### src/inc/pm_diag_pkg.sv
// Package: offsets, field positions, reset values and carriers of the block
package pm_diag_pkg;

  // ******************************************************************
  // Register offsets (byte addresses in configuration space)
  // ******************************************************************
  localparam logic [7:0] IDENT_OFFSET = 8'h00;
  localparam logic [7:0] DIAG_OFFSET = 8'h93;
  localparam logic [7:0] CAP_ID_OFFSET = 8'hA0;
  localparam logic [7:0] NEXT_PTR_OFFSET = 8'hA1;
  localparam logic [7:0] PWR_CAP_OFFSET = 8'hA2;

  // ******************************************************************
  // Field positions
  // ******************************************************************
  localparam int DIAG_MASK_BIT = 7;
  localparam int DIAG_ONE_BIT = 6;
  localparam int DIAG_ROUTE_BIT = 5;
  localparam int DIAG_DTX_OFF_BIT = 4;
  localparam int DIAG_RETRY_BIT = 3;
  localparam int DIAG_CB_TIM_BIT = 2;
  localparam int DIAG_HOST_TIM_BIT = 1;
  localparam int PWR_CAP_COLD_BIT = 15;

  // ******************************************************************
  // Reset and fixed values
  // ******************************************************************
  localparam logic [7:0] DIAG_RESET = 8'h60;
  localparam logic [7:0] CAP_ID_VALUE = 8'h01;
  localparam logic [7:0] NEXT_PTR_VALUE = 8'h00;
  localparam logic [15:0] PWR_CAP_RESET = 16'hFE12;
  localparam logic [31:0] IDENT_MASKED = 32'hFFFFFFFF;
  localparam logic [3:0] ROUTE_ALL_ZERO = 4'h0;

  // ******************************************************************
  // Timing counts in PCI clocks
  // ******************************************************************
  localparam logic [6:0] RETRY_SHORT_CYC = 7'h10;
  localparam logic [6:0] RETRY_LONG_CYC = 7'h40;
  localparam int DISCARD_SHORT_EXP = 10;
  localparam int DISCARD_LONG_EXP = 15;
  localparam logic [15:0] DISCARD_SHORT_CYC = 16'(1 << DISCARD_SHORT_EXP);

  // ******************************************************************
  // Carriers
  // ******************************************************************
  typedef struct packed {
    logic rd;
    logic wr;
    logic [7:0] addr;
    logic [3:0] be;
    logic [31:0] wdata;
  } cfg_req_t;

  typedef struct packed {
    logic [3:0] compat_805_hi;
    logic compat_803_bit4;
  } route_in_t;

endpackage

### src/core/pm_capability_diag_regs.sv
// Diagnostic and power-management capability configuration registers
`timescale 1ns/100ps
`default_nettype none
// Summary of operation
// Diagnostic bit 7 set makes identification reads return all ones.
// Diagnostic bit 6 is read-only and always reads 1.
// Bit 5 picks how status-change interrupts are routed to PCI.
// Diagnostic bit 4 set disables delayed-transaction handling.
// Diagnostic bit 3 set lengthens the retry latency limit from 16 to 64.
// Diagnostic bit 2 picks the card-side discard timer, 2^10 or 2^15.
// Diagnostic bit 1 picks the host-side discard timer, 2^10 or 2^15.
// Diagnostic bits and the cold-wake bit reset only on global reset.
// Host software writes diagnostic bits 7 and 5 to 1 freely and only zero to bit 0.
// The capability identifier always reads 01h.
// The next-capability pointer always reads 00h.
// The capabilities register resets to FE12h.
// Capabilities bit 15 (cold-state wake) is writable, default 1.
// Firmware clears bit 15 when no auxiliary supply exists.
// Capabilities bits 14 to 11 are read-only ones.
// Capabilities bit 10 is read-only 1 (state two supported).
// Capabilities bit 9 is read-only 1 (state one supported).
module pm_capability_diag_regs #(
  parameter int DISCARD_LONG_CYC = 1 << pm_diag_pkg::DISCARD_LONG_EXP
) (
  input wire logic clock,
  input wire logic rst_n,
  input wire logic global_reset_n,
  input wire pm_diag_pkg::cfg_req_t cfg_req,
  input wire logic [15:0] vendor_ident,
  input wire logic [15:0] device_ident,
  input wire pm_diag_pkg::route_in_t route_in,
  output logic [31:0] cfg_rdata,
  output logic cfg_rvalid,
  output logic identity_mask_select,
  output logic status_change_route_select,
  output logic delayed_txn_disable,
  output logic retry_latency_extend,
  output logic cardside_discard_timer_select,
  output logic hostside_discard_timer_select,
  output logic status_change_to_pci,
  output logic [6:0] retry_limit,
  output logic [15:0] cardside_discard_len,
  output logic [15:0] hostside_discard_len
);
  import pm_diag_pkg::*;

  localparam logic [15:0] DISCARD_LONG = 16'(DISCARD_LONG_CYC);

  // Dword holding a given byte offset
  function automatic logic [7:0] dword_of(input logic [7:0] off);
    return {off[7:2], 2'b00};
  endfunction

  // ******************************************************************
  // Sticky state: only the global reset returns it to defaults
  // ******************************************************************
  logic [7:0] diag_q, diag_d;
  logic pme_cold_q, pme_cold_d;

  // Host write decode; bit 6 is stored as one on every write, so it reads as a constant one
  always_comb begin
    diag_d = diag_q;
    pme_cold_d = pme_cold_q;
    if (cfg_req.wr && cfg_req.be[3]) begin
      if (cfg_req.addr == dword_of(DIAG_OFFSET)) begin
        diag_d = cfg_req.wdata[31:24];
        diag_d[DIAG_ONE_BIT] = 1'b1;
      end
      if (cfg_req.addr == dword_of(PWR_CAP_OFFSET)) begin
        pme_cold_d = cfg_req.wdata[16 + PWR_CAP_COLD_BIT];
      end
    end
  end

  // Ordinary rst_n leaves these alone so a bus reset keeps test setup
  always_ff @(posedge clock) begin
    if (!global_reset_n) begin
      diag_q <= DIAG_RESET;
      pme_cold_q <= PWR_CAP_RESET[PWR_CAP_COLD_BIT];
    end else begin
      diag_q <= diag_d;
      pme_cold_q <= pme_cold_d;
    end
  end

  // ******************************************************************
  // Derived control for retry, discard timers and interrupt routing
  // ******************************************************************
  logic [6:0] retry_limit_d;
  logic [15:0] cb_len_d, host_len_d;
  logic route_d;

  // Lengths are registered so the outputs are glitch-free flops
  always_comb begin
    retry_limit_d = diag_q[DIAG_RETRY_BIT] ? RETRY_LONG_CYC
                                          : RETRY_SHORT_CYC;
    cb_len_d = diag_q[DIAG_CB_TIM_BIT] ? DISCARD_SHORT_CYC
                                      : DISCARD_LONG;
    host_len_d = diag_q[DIAG_HOST_TIM_BIT] ? DISCARD_SHORT_CYC
                                          : DISCARD_LONG;
    if (diag_q[DIAG_ROUTE_BIT]) begin
      route_d = (route_in.compat_805_hi == ROUTE_ALL_ZERO);
    end else begin
      route_d = route_in.compat_803_bit4;
    end
  end

  // Follows the sticky bits, so it too resets only globally
  always_ff @(posedge clock) begin
    if (!global_reset_n) begin
      retry_limit <= RETRY_SHORT_CYC;
      cardside_discard_len <= DISCARD_LONG;
      hostside_discard_len <= DISCARD_LONG;
    end else begin
      retry_limit <= retry_limit_d;
      cardside_discard_len <= cb_len_d;
      hostside_discard_len <= host_len_d;
    end
  end

  // Routing result is not sticky; an ordinary reset parks it low
  always_ff @(posedge clock) begin
    if (!rst_n || !global_reset_n) begin
      status_change_to_pci <= 1'b0;
    end else begin
      status_change_to_pci <= route_d;
    end
  end

  // Select bits leave straight from the sticky flops
  always_comb begin
    identity_mask_select = diag_q[DIAG_MASK_BIT];
    status_change_route_select = diag_q[DIAG_ROUTE_BIT];
    delayed_txn_disable = diag_q[DIAG_DTX_OFF_BIT];
    retry_latency_extend = diag_q[DIAG_RETRY_BIT];
    cardside_discard_timer_select = diag_q[DIAG_CB_TIM_BIT];
    hostside_discard_timer_select = diag_q[DIAG_HOST_TIM_BIT];
  end

  // ******************************************************************
  // Configuration read path, one cycle latency
  // ******************************************************************
  logic [31:0] rdata_d, cfg_rdata_d;
  logic cfg_rvalid_d;
  logic [7:0] diag_view;
  logic [15:0] pwr_cap_view;

  // Unmapped dwords and bytes of neighbouring registers read as zero
  always_comb begin
    diag_view = diag_q;
    diag_view[DIAG_ONE_BIT] = 1'b1;
    pwr_cap_view = PWR_CAP_RESET;
    pwr_cap_view[PWR_CAP_COLD_BIT] = pme_cold_q;
    rdata_d = 32'h00000000;
    if (cfg_req.addr == dword_of(IDENT_OFFSET)) begin
      rdata_d = diag_q[DIAG_MASK_BIT] ? IDENT_MASKED
                : {device_ident, vendor_ident};
    end else if (cfg_req.addr == dword_of(DIAG_OFFSET)) begin
      rdata_d = {diag_view, 24'h000000};
    end else if (cfg_req.addr == dword_of(CAP_ID_OFFSET)) begin
      rdata_d = {pwr_cap_view, NEXT_PTR_VALUE,
                 CAP_ID_VALUE};
    end
  end

  // Data holds until the next read, so a slow host still sees its answer
  always_comb begin
    cfg_rvalid_d = cfg_req.rd;
    cfg_rdata_d = cfg_rdata;
    if (cfg_req.rd) begin
      cfg_rdata_d = rdata_d;
    end
  end

  // Valid is a one-cycle pulse; only the bus reset clears the answer
  always_ff @(posedge clock) begin
    if (!rst_n) begin
      cfg_rdata <= 32'h00000000;
      cfg_rvalid <= 1'b0;
    end else begin
      cfg_rdata <= cfg_rdata_d;
      cfg_rvalid <= cfg_rvalid_d;
    end
  end

  // ******************************************************************
  // Assertions
  // ******************************************************************
  id_mask_a: assert property (@(posedge clock) disable iff (!rst_n)
    cfg_req.rd && cfg_req.addr == IDENT_OFFSET && identity_mask_select
    |=> cfg_rvalid && cfg_rdata == IDENT_MASKED)
    else $error("identity not masked");

  id_true_a: assert property (@(posedge clock) disable iff (!rst_n)
    cfg_req.rd && cfg_req.addr == IDENT_OFFSET && !identity_mask_select
    |=> cfg_rdata == {$past(device_ident), $past(vendor_ident)})
    else $error("identity value wrong");

  diag_one_a: assert property (@(posedge clock)
    disable iff (!rst_n)
    cfg_req.rd && cfg_req.addr == dword_of(DIAG_OFFSET)
    |=> cfg_rdata[24 + DIAG_ONE_BIT])
    else $error("diagnostic bit 6 not one");

  csc_route_a: assert property (@(posedge clock)
    disable iff (!rst_n || !global_reset_n)
    $past(rst_n) && $past(global_reset_n) |-> status_change_to_pci ==
    ($past(status_change_route_select)
      ? ($past(route_in.compat_805_hi) == ROUTE_ALL_ZERO)
      : $past(route_in.compat_803_bit4)))
    else $error("status change routing wrong");

  dtx_write_a: assert property (@(posedge clock)
    disable iff (!global_reset_n)
    cfg_req.wr && cfg_req.be[3] && cfg_req.addr == dword_of(DIAG_OFFSET)
    |=> delayed_txn_disable == $past(cfg_req.wdata[24 + DIAG_DTX_OFF_BIT]))
    else $error("delayed transaction disable not written");

  retry_len_a: assert property (@(posedge clock)
    disable iff (!global_reset_n)
    $past(global_reset_n) |-> retry_limit ==
    ($past(retry_latency_extend) ? RETRY_LONG_CYC : RETRY_SHORT_CYC))
    else $error("retry limit wrong");

  cb_discard_a: assert property (@(posedge clock)
    disable iff (!global_reset_n)
    $past(global_reset_n) |-> cardside_discard_len ==
    ($past(cardside_discard_timer_select) ? DISCARD_SHORT_CYC : DISCARD_LONG))
    else $error("card-side discard length wrong");

  host_discard_a: assert property (@(posedge clock)
    disable iff (!global_reset_n)
    $past(global_reset_n) |-> hostside_discard_len ==
    ($past(hostside_discard_timer_select) ? DISCARD_SHORT_CYC : DISCARD_LONG))
    else $error("host-side discard length wrong");

  sticky_hold_a: assert property (@(posedge clock)
    global_reset_n && !rst_n && !cfg_req.wr
    |=> $stable(diag_q) && $stable(pme_cold_q))
    else $error("sticky bits disturbed by ordinary reset");

  global_reset_n_default_a: assert property (@(posedge clock)
    !global_reset_n |=> diag_q == DIAG_RESET && pme_cold_q)
    else $error("global reset defaults wrong");

  cap_head_a: assert property (@(posedge clock)
    disable iff (!rst_n)
    cfg_req.rd && cfg_req.addr == CAP_ID_OFFSET
    |=> cfg_rdata[15:0] == {NEXT_PTR_VALUE, CAP_ID_VALUE}
      && cfg_rdata[30:16] == PWR_CAP_RESET[14:0])
    else $error("capability header wrong");

  cold_wake_a: assert property (@(posedge clock)
    disable iff (!global_reset_n)
    cfg_req.wr && cfg_req.be[3] && cfg_req.addr == CAP_ID_OFFSET
    |=> pme_cold_q == $past(cfg_req.wdata[31]))
    else $error("cold wake bit not written");

  // Writes land in the very next cycle on the select outputs
  mask_write_a: assert property (@(posedge clock)
    disable iff (!global_reset_n)
    cfg_req.wr && cfg_req.be[3] && cfg_req.addr == dword_of(DIAG_OFFSET)
    |=> identity_mask_select == $past(cfg_req.wdata[24 + DIAG_MASK_BIT]))
    else $error("identity mask select not written");

  // Nothing but a diagnostic write or the global reset may move the bits
  diag_hold_a: assert property (@(posedge clock)
    disable iff (!global_reset_n)
    !(cfg_req.wr && cfg_req.be[3]
      && cfg_req.addr == dword_of(DIAG_OFFSET))
    |=> $stable(diag_q))
    else $error("diagnostic bits moved without a write");

  // Readback shows every stored bit, bit 6 aside
  diag_read_a: assert property (@(posedge clock)
    disable iff (!rst_n)
    cfg_req.rd && cfg_req.addr == dword_of(DIAG_OFFSET)
    |=> cfg_rdata[31] == $past(diag_q[DIAG_MASK_BIT])
      && cfg_rdata[29:24] == $past(diag_q[5:0]))
    else $error("diagnostic readback wrong");

  cold_read_a: assert property (@(posedge clock)
    disable iff (!rst_n)
    cfg_req.rd && cfg_req.addr == CAP_ID_OFFSET
    |=> cfg_rdata[16 + PWR_CAP_COLD_BIT] == $past(pme_cold_q))
    else $error("cold wake bit readback wrong");

  // Derived lengths restart at short retry and long discard
  limit_reset_a: assert property (@(posedge clock)
    !global_reset_n |=> retry_limit == RETRY_SHORT_CYC
      && cardside_discard_len == DISCARD_LONG
      && hostside_discard_len == DISCARD_LONG)
    else $error("derived lengths not reset");

  // A bus reset parks the routing result so no stale request escapes
  route_park_a: assert property (@(posedge clock)
    !rst_n |=> !status_change_to_pci)
    else $error("routing result not parked by reset");

  mask_read_c: cover property (@(posedge clock) disable iff (!rst_n)
    identity_mask_select && cfg_req.rd && cfg_req.addr == IDENT_OFFSET);
  cold_clear_c: cover property (@(posedge clock) disable iff (!rst_n)
    $fell(pme_cold_q));
  long_retry_c: cover property (@(posedge clock) disable iff (!rst_n)
    retry_limit == RETRY_LONG_CYC);
  route_low_c: cover property (@(posedge clock) disable iff (!rst_n)
    !status_change_route_select && status_change_to_pci);
  global_reset_n_mid_c: cover property (@(posedge clock)
    rst_n && $fell(global_reset_n));

endmodule
`default_nettype wire

### config.mk
export PLATFORM = sky130hd
export DESIGN_NAME = pm_capability_diag_regs
export DESIGN_NICKNAME = d
export VERILOG_FILES = /design/src/inc/pm_diag_pkg.sv /design/src/core/pm_capability_diag_regs.sv
export SDC_FILE = /design/constraint.sdc
export NUM_CORES = 1
export LEC_CHECK = 0
export ABC_AREA = 1
export BUFFER_PORTS_ARGS = -buffer_cell sky130_fd_sc_hd__buf_2
export CAP_MARGIN = 10
export CELL_PAD_IN_SITES_DETAIL_PLACEMENT = 1
export CELL_PAD_IN_SITES_GLOBAL_PLACEMENT = 2
export CORE_MARGIN = 8
export CORE_UTILIZATION = 18
export CTS_CLUSTER_DIAMETER = 80
export DETAILED_ROUTE_END_ITERATION = 6
export GPL_TIMING_DRIVEN = 0
export PLACE_DENSITY_LB_ADDON = 0.1
export SLEW_MARGIN = 20
export SYNTH_ARGS = -nofsm -noshare
export SYNTH_HDL_FRONTEND = slang
export SYNTH_SLANG_ARGS = --single-unit
### constraint.sdc
create_clock -name clock -period 1 [get_ports clock]
set_input_delay 0 -clock clock [delete_from_list [all_inputs] [get_ports clock]]
set_output_delay 0 -clock clock [all_outputs]
set_load 0.05 [all_outputs]
==> impl_metrics.ini, run 1 <==
[outcome]
outcome = finished, final reports clean

[sta]
period_needed_ns = 0.996
period_share = 0.996
finalMaxSlewViolations = 0
fmax_ghz = 1.00
rsz0062_at_grt = yes
hold_viol = 0
fin_skew_ns = 0.00764
setup_viol = 0

[critical_path]
required_ns = 1.00
worst_path_dominant_cell_family = flip-flops
r2r.worst_path.cells = 5
cp_cell_sequence = buf_2
slowest_stage = dfxtp_4
slowest_delay_ns = 0.42
cp_num_buf_inv = 1
startpoint_type = register
r2r-start = diag_q[7]$_SDFFE_PN0P_
cp.arrival_ns = 1.00
crit_fanout = 7
worst_setup_path_end_kind = output pin
regToRegSetupSlack_ns = 0.01
critical_path_class = reg2out
critical_path.reg2reg.endpoint = cfg_rdata[29]$_SDFFE_PN0P_

[clocking]
post-cts-setup-buffers = 0
clock_sinks = 48
cts_tree = yes
clk_latency_ns = 0.29
cts_root_buf = clkbuf_16
path_clk_slew_ns = 0.07
cts_htree_levels = 2
cts_buffer_depth = 2
numCtsBuffers = 5

[worst_hold_path]
hold_class = in2reg
min_to = cfg_rdata[26]$_SDFFE_PN0P_
min_path_cells = 5
min-delay-start = device_ident[10]

[finish]
multi_input_area_sq_um = 1090
drive_gt1_frac = 0.368
fillCellCount = 1564
final_nets = 563
stdcell_count = 650
seq_area_sq_um = 968
area_growth_pct = 61.3
antenna_cells = 0

[floorplanning]
start_util = 0.183
die_area_sq_um = 16600
boundaryPins = 165
die_w_um = 129
fp.dieH_um = 129
core_sq_um = 12500
rows = 41

[power_and_ir_drop]
irDropWorstVdd_mv = 0.725
p_per_area_nw_per_um2 = 1320
power_leakage_uw = 0.00186
p_total_uw = 4880

[grt]
gr-total-overflow = 0
antenna_found_initial = 1
grt_usage = 0.109
grt_pass1_vias = 2737
grt_pass1_wl_mm = 14.3
grt_max_degree = 15

[synth]
ys_ff_latch = 48
synth.top_cell.area_share = 0.420
synth_area_leaders = dfxtp_1, buf_4, o21ai_0
synthCells = 303
synth-edff-count = 0
ys_seq_area_frac = 0.420
yosysTopAreaCell = dfxtp_1
syn_area_sq_um = 2290
async_flop_share = 0
yosys_most_used_dff = dfxtp_1
synth_common_cells = dfxtp_1, o21ai_0, buf_4
synth.distinct_cells = 23
synth.avg_cell_area_sq_um = 7.54
yosysWarnings = 0
yosys.cell_count.top_type = dfxtp_1

[drt]
routedWlPerCell_um = 13.8
drc_errors = 0
wirelength_mm = 9.00
vias = 2496
dr.pass1.iters = 4
viasPerCell = 3.84
drtIter0Drc = 41
postRouteAntennaNets = 0

[placement]
placedCellCount = 609
gp_congestion = 0.685
port_buffers = 102
dp_hpwl_mm = 7.05

[flow_run]
maxCapViolCount = 0
cells by family after synthesis:
kind of cell           Yosys count  synth area share
other                            1           0.00164
buffers and inverters           68             0.175
AOI/OAI and AO/OA               88             0.196
DFF                             48             0.420
and+or+nand+nor                 98             0.207
final cells by class:
class | count | area share
Clock inverter | 1 | 0.00204
Inverter | 19 | 0.0193
Clock buffer | 7 | 0.0387
Multi-Input combinational cell | 219 | 0.295
Timing Repair Buffer | 135 | 0.229
Buffer | 49 | 0.0943
Sequential cell | 48 | 0.263
Tap cell | 172 | 0.0584
report_power, final:
part           switching (uW)  total [uW]  internal, uW
logic                     765        1130           368
registers                27.0        2000          1970
clock network             754        1750           999
total                    1550        4880          3340
cells in the final DEF (no fill, tap or decap), types with 18 or more instances in the layout:
cell and n:
buf_2 102, nand2_1 28, o21ai_1 25, o21ai_0 32
dfxtp_1 44, a21oi_1 27, conb_1 33, nor2_1 29
inv_1 18, buf_4 36, dlygate4sd3_1 33
flip-flops by register name, indices dropped and copies added (netlist names):
name	flops
pme_cold_q	1
status_change_to_pci	1
cfg_rdata	32
cfg_rvalid	1
retry_limit	2
cardside_discard_len	2
hostside_discard_len	2
diag_q	7
per-layer routing:
layer	vias up	GRT usage	routed length (um)
met3	4	0.0434	728
met2	79	0.186	4320
met5	-	0	13
li1	1283	-	-
met4	2	0.0187	31
met1	1128	0.127	3910
worst max-delay path by stage:
stage,endpoint,cells after the start,from,slack (ns)
finish,identity_mask_select,1,diag_q[7]$_SDFFE_PN0P_,0.004
global route,cfg_rdata[17]$_SDFFE_PN0P_,5,diag_q[7]$_SDFFE_PN0P_,-0.02
CTS,cfg_rdata[20]$_SDFFE_PN0P_,5,diag_q[7]$_SDFFE_PN0P_,-0.01
detailed placement,cfg_rdata[26]$_SDFFE_PN0P_,6,cfg_req[45],-0.14
global placement,cfg_rdata[26]$_SDFFE_PN0P_,6,cfg_req[45],-0.11
floorplan,cfg_rdata[17]$_SDFFE_PN0P_,5,diag_q[7]$_SDFFE_PN0P_,0.003
what timing repair did:
action / CTS / global route
hold buffers: 32 / 1
hold endpoints to repair: 30 / 1
resized for setup: 7 / 16
pin swaps: 5 / 7
setup endpoints to repair: 13 / 27
per-stage QoR:
stage                     instance area [sq um]  TNS, ns  utilization  worst slack, ns  hold slack [ns]
after floorplan                            2430        0            -          0.00340            0.129
after global placement                     3150    -1.63        0.252           -0.113            0.229
after detailed placement                   3150    -2.10        0.252           -0.139            0.228
after CTS                                  3650  -0.0302        0.292          -0.0149         0.000897
after global routing                       3690   -0.138        0.295          -0.0247           0.0221
final                                      3690        0        0.295          0.00404          0.00767
Note: power is estimated with default switching activity, not from simulation.
==> run 2, diff against run 1 <==
==> constraint.sdc (replaced) <==
create_clock -name clock -period 1 [get_ports clock]
set_input_delay 0 -clock clock [delete_from_list [all_inputs] [get_ports clock]]
set_output_delay 0 -clock clock [all_outputs]
set_load 0.005 [all_outputs]
==> run 2 against run 1 <==
Compared with the run above: flip-flop and latch count is the same; highest routed layer is now met4; largest cell class unchanged; sequential share of layout area shrank 0.23 points; non-clock buffer count grew 3; routed wire length is essentially flat; global-route usage grew 0.40 points; critical path type is now reg2reg; via count grew 0.12%; critical path depth grew 4; die area is the same; sequential power is essentially flat.
==> impl_metrics.ini, run 2 (synthesis gave the netlist of run 1 again) <==
[sta]
worst_pin_slew_ns = 0.513
hold_viol = 0
holdWs_ns = 0.00874
setup_slack_ns = 0.0207
period_needed_ns = 0.979
fin_skew_ns = 0.00398
max_slew_margin = 0.658
setup_viol = 0
rsz0062_at_grt = yes
fmax_ghz = 1.02
finalMaxSlewViolations = 0
period_share = 0.979

[placement]
dp_slack_ns = -0.387
dp_hpwl_mm = 6.98
gp_congestion = 0.673
placedCellCount = 609
place_area_sq_um = 3130
port_buffers = 102

[clocking]
cts_htree_levels = 2
cts_root_buf = clkbuf_16
clock_sinks = 48
numCtsBuffers = 5
cts_buffer_depth = 2
clk_latency_ns = 0.30
cts_tree = yes
path_clk_slew_ns = 0.06

[critical_path]
cp_num_buf_inv = 0
crit_fanout = 7
startpoint_type = register
r2r.worst_path.cells = 5
cp.arrival_ns = 1.17
required_ns = 1.19
slowest_stage = dfxtp_4
worst_path_dominant_cell_family = simple AND/OR/NAND/NOR gates
slowest_delay_ns = 0.38
critical_path_class = reg2reg
cp_cell_sequence = or2_4 -> nand2_2 -> nand3_2 -> nor2_2 -> nor2_1
critical_path_depth = 5
worst_setup_path_end_kind = register

[floorplanning]
fp.dieH_um = 129
boundaryPins = 165
rows = 41
die_area_sq_um = 16600
core_sq_um = 12500
die_w_um = 129
start_util = 0.183

[grt]
grt_pass1_vias = 2749
gr-total-overflow = 0
antenna_found_initial = 0
grt_pass1_wl_mm = 14.5
grt_usage = 0.113
grt_max_degree = 14

[drt]
vias = 2499
postRouteAntennaNets = 0
drtIter0Drc = 64
routedWlPerCell_um = 13.8
viasPerCell = 3.83
wirelength_mm = 9.00
drc_errors = 0
dr.pass1.iters = 3

[finish]
final_core_util = 0.296
antenna_cells = 0
stdcell_count = 652
drive_gt1_frac = 0.360
area_growth_pct = 62.1
top_register = cfg_rdata
final_common_cell = buf_2
fillCellCount = 1576
final_cell_mix = buf_2, dfxtp_1, buf_4, dlygate4sd3_1
final_area_sq_um = 3710
largest_register_ffs = 32
top_regs = cfg_rdata x32, diag_q x7
final_nets = 566

[power_and_ir_drop]
internal_power_uw = 3390
power_frac_clock = 0.402
power_leakage_uw = 0.00188
p_per_area_nw_per_um2 = 1210
switchingPower_uw = 1090
irDropWorstVdd_mv = 0.705
p_seq_frac = 0.447
pwr-share-comb = 0.151
swShare = 0.244

[outcome]
outcome = finished, final reports clean

[worst_hold_path]
hold_class = in2reg
min_path_cells = 5

[flow_run]
maxCapViolCount = 0
==> run 2: changes by cell type in the layout (fill, tap and decap cells not counted), sizes merged <==
| cell | change |
|---|---|
| clkinvlp | -1 |
| dlygate4sd3 | +2 |
| buf | +1 |
==> run 2: final cells by class <==
cell class | count | area (sq um) | area share
timing repair buffer | 138 | 868 | 0.234
sequential | 48 | 965 | 0.260
tap | 172 | 215 | 0.0581
multi-input combinational | 219 | 1090 | 0.293
buffer | 49 | 348 | 0.0939
inverter | 19 | 71.3 | 0.0192
clock buffer | 7 | 153 | 0.0412
==> run 2: final timing paths <==
path                            slack [ns]                   start                                  end
worst max-delay path                  0.02  diag_q[7]$_SDFFE_PN0P_           cfg_rdata[28]$_SDFFE_PN0P_
worst min-delay path                 0.009        device_ident[10]           cfg_rdata[26]$_SDFFE_PN0P_
worst max register to register        0.02  diag_q[7]$_SDFFE_PN0P_           cfg_rdata[28]$_SDFFE_PN0P_
worst min register to register        0.46  diag_q[2]$_SDFFE_PN0P_  cardside_discard_len[15]$_SDFF_PN1_
==> run 2: what timing repair did <==
action,CTS,global route
gates resized for setup,18,7
setup buffers,1,0
endpoints found under the setup margin,34,14
hold buffers,35,0
pin swaps,6,6
endpoints found under the hold margin,33,0
==> run 2: stage by stage <==
step           total power, uW  setup TNS [ns]
4_1_cts                   4600         -0.0177
3_3_place_gp              2610           -9.92
3_5_place_dp              2610           -9.95
5_1_grt                   4760          -0.142
6_report                  4480               0
2_1_floorplan             2350               0
==> run 2: routing by layer <==
metal  track usage  share of wire
met5             0              0
met4        0.0311          0.011
met3        0.0530          0.090
met2         0.181           0.45
met1         0.132           0.44
==> run 2: power groups by stage <==
stage / registers, uW / logic (uW) / clock network, uW
after floorplan: 2050 / 297 / 0
after global placement: 2040 / 564 / 0
after detailed placement: 2050 / 563 / 0
after CTS: 2000 / 677 / 1920
after global routing: 2010 / 759 / 2000
final: 2000 / 676 / 1800
==> run 2: worst reg2reg max path, cell delays in order (launching register included) <==
cell     delay (ns)
dfxtp_4        0.38
or2_4          0.26
nand2_2        0.06
nand3_2        0.06
nor2_2         0.08
nor2_1         0.04
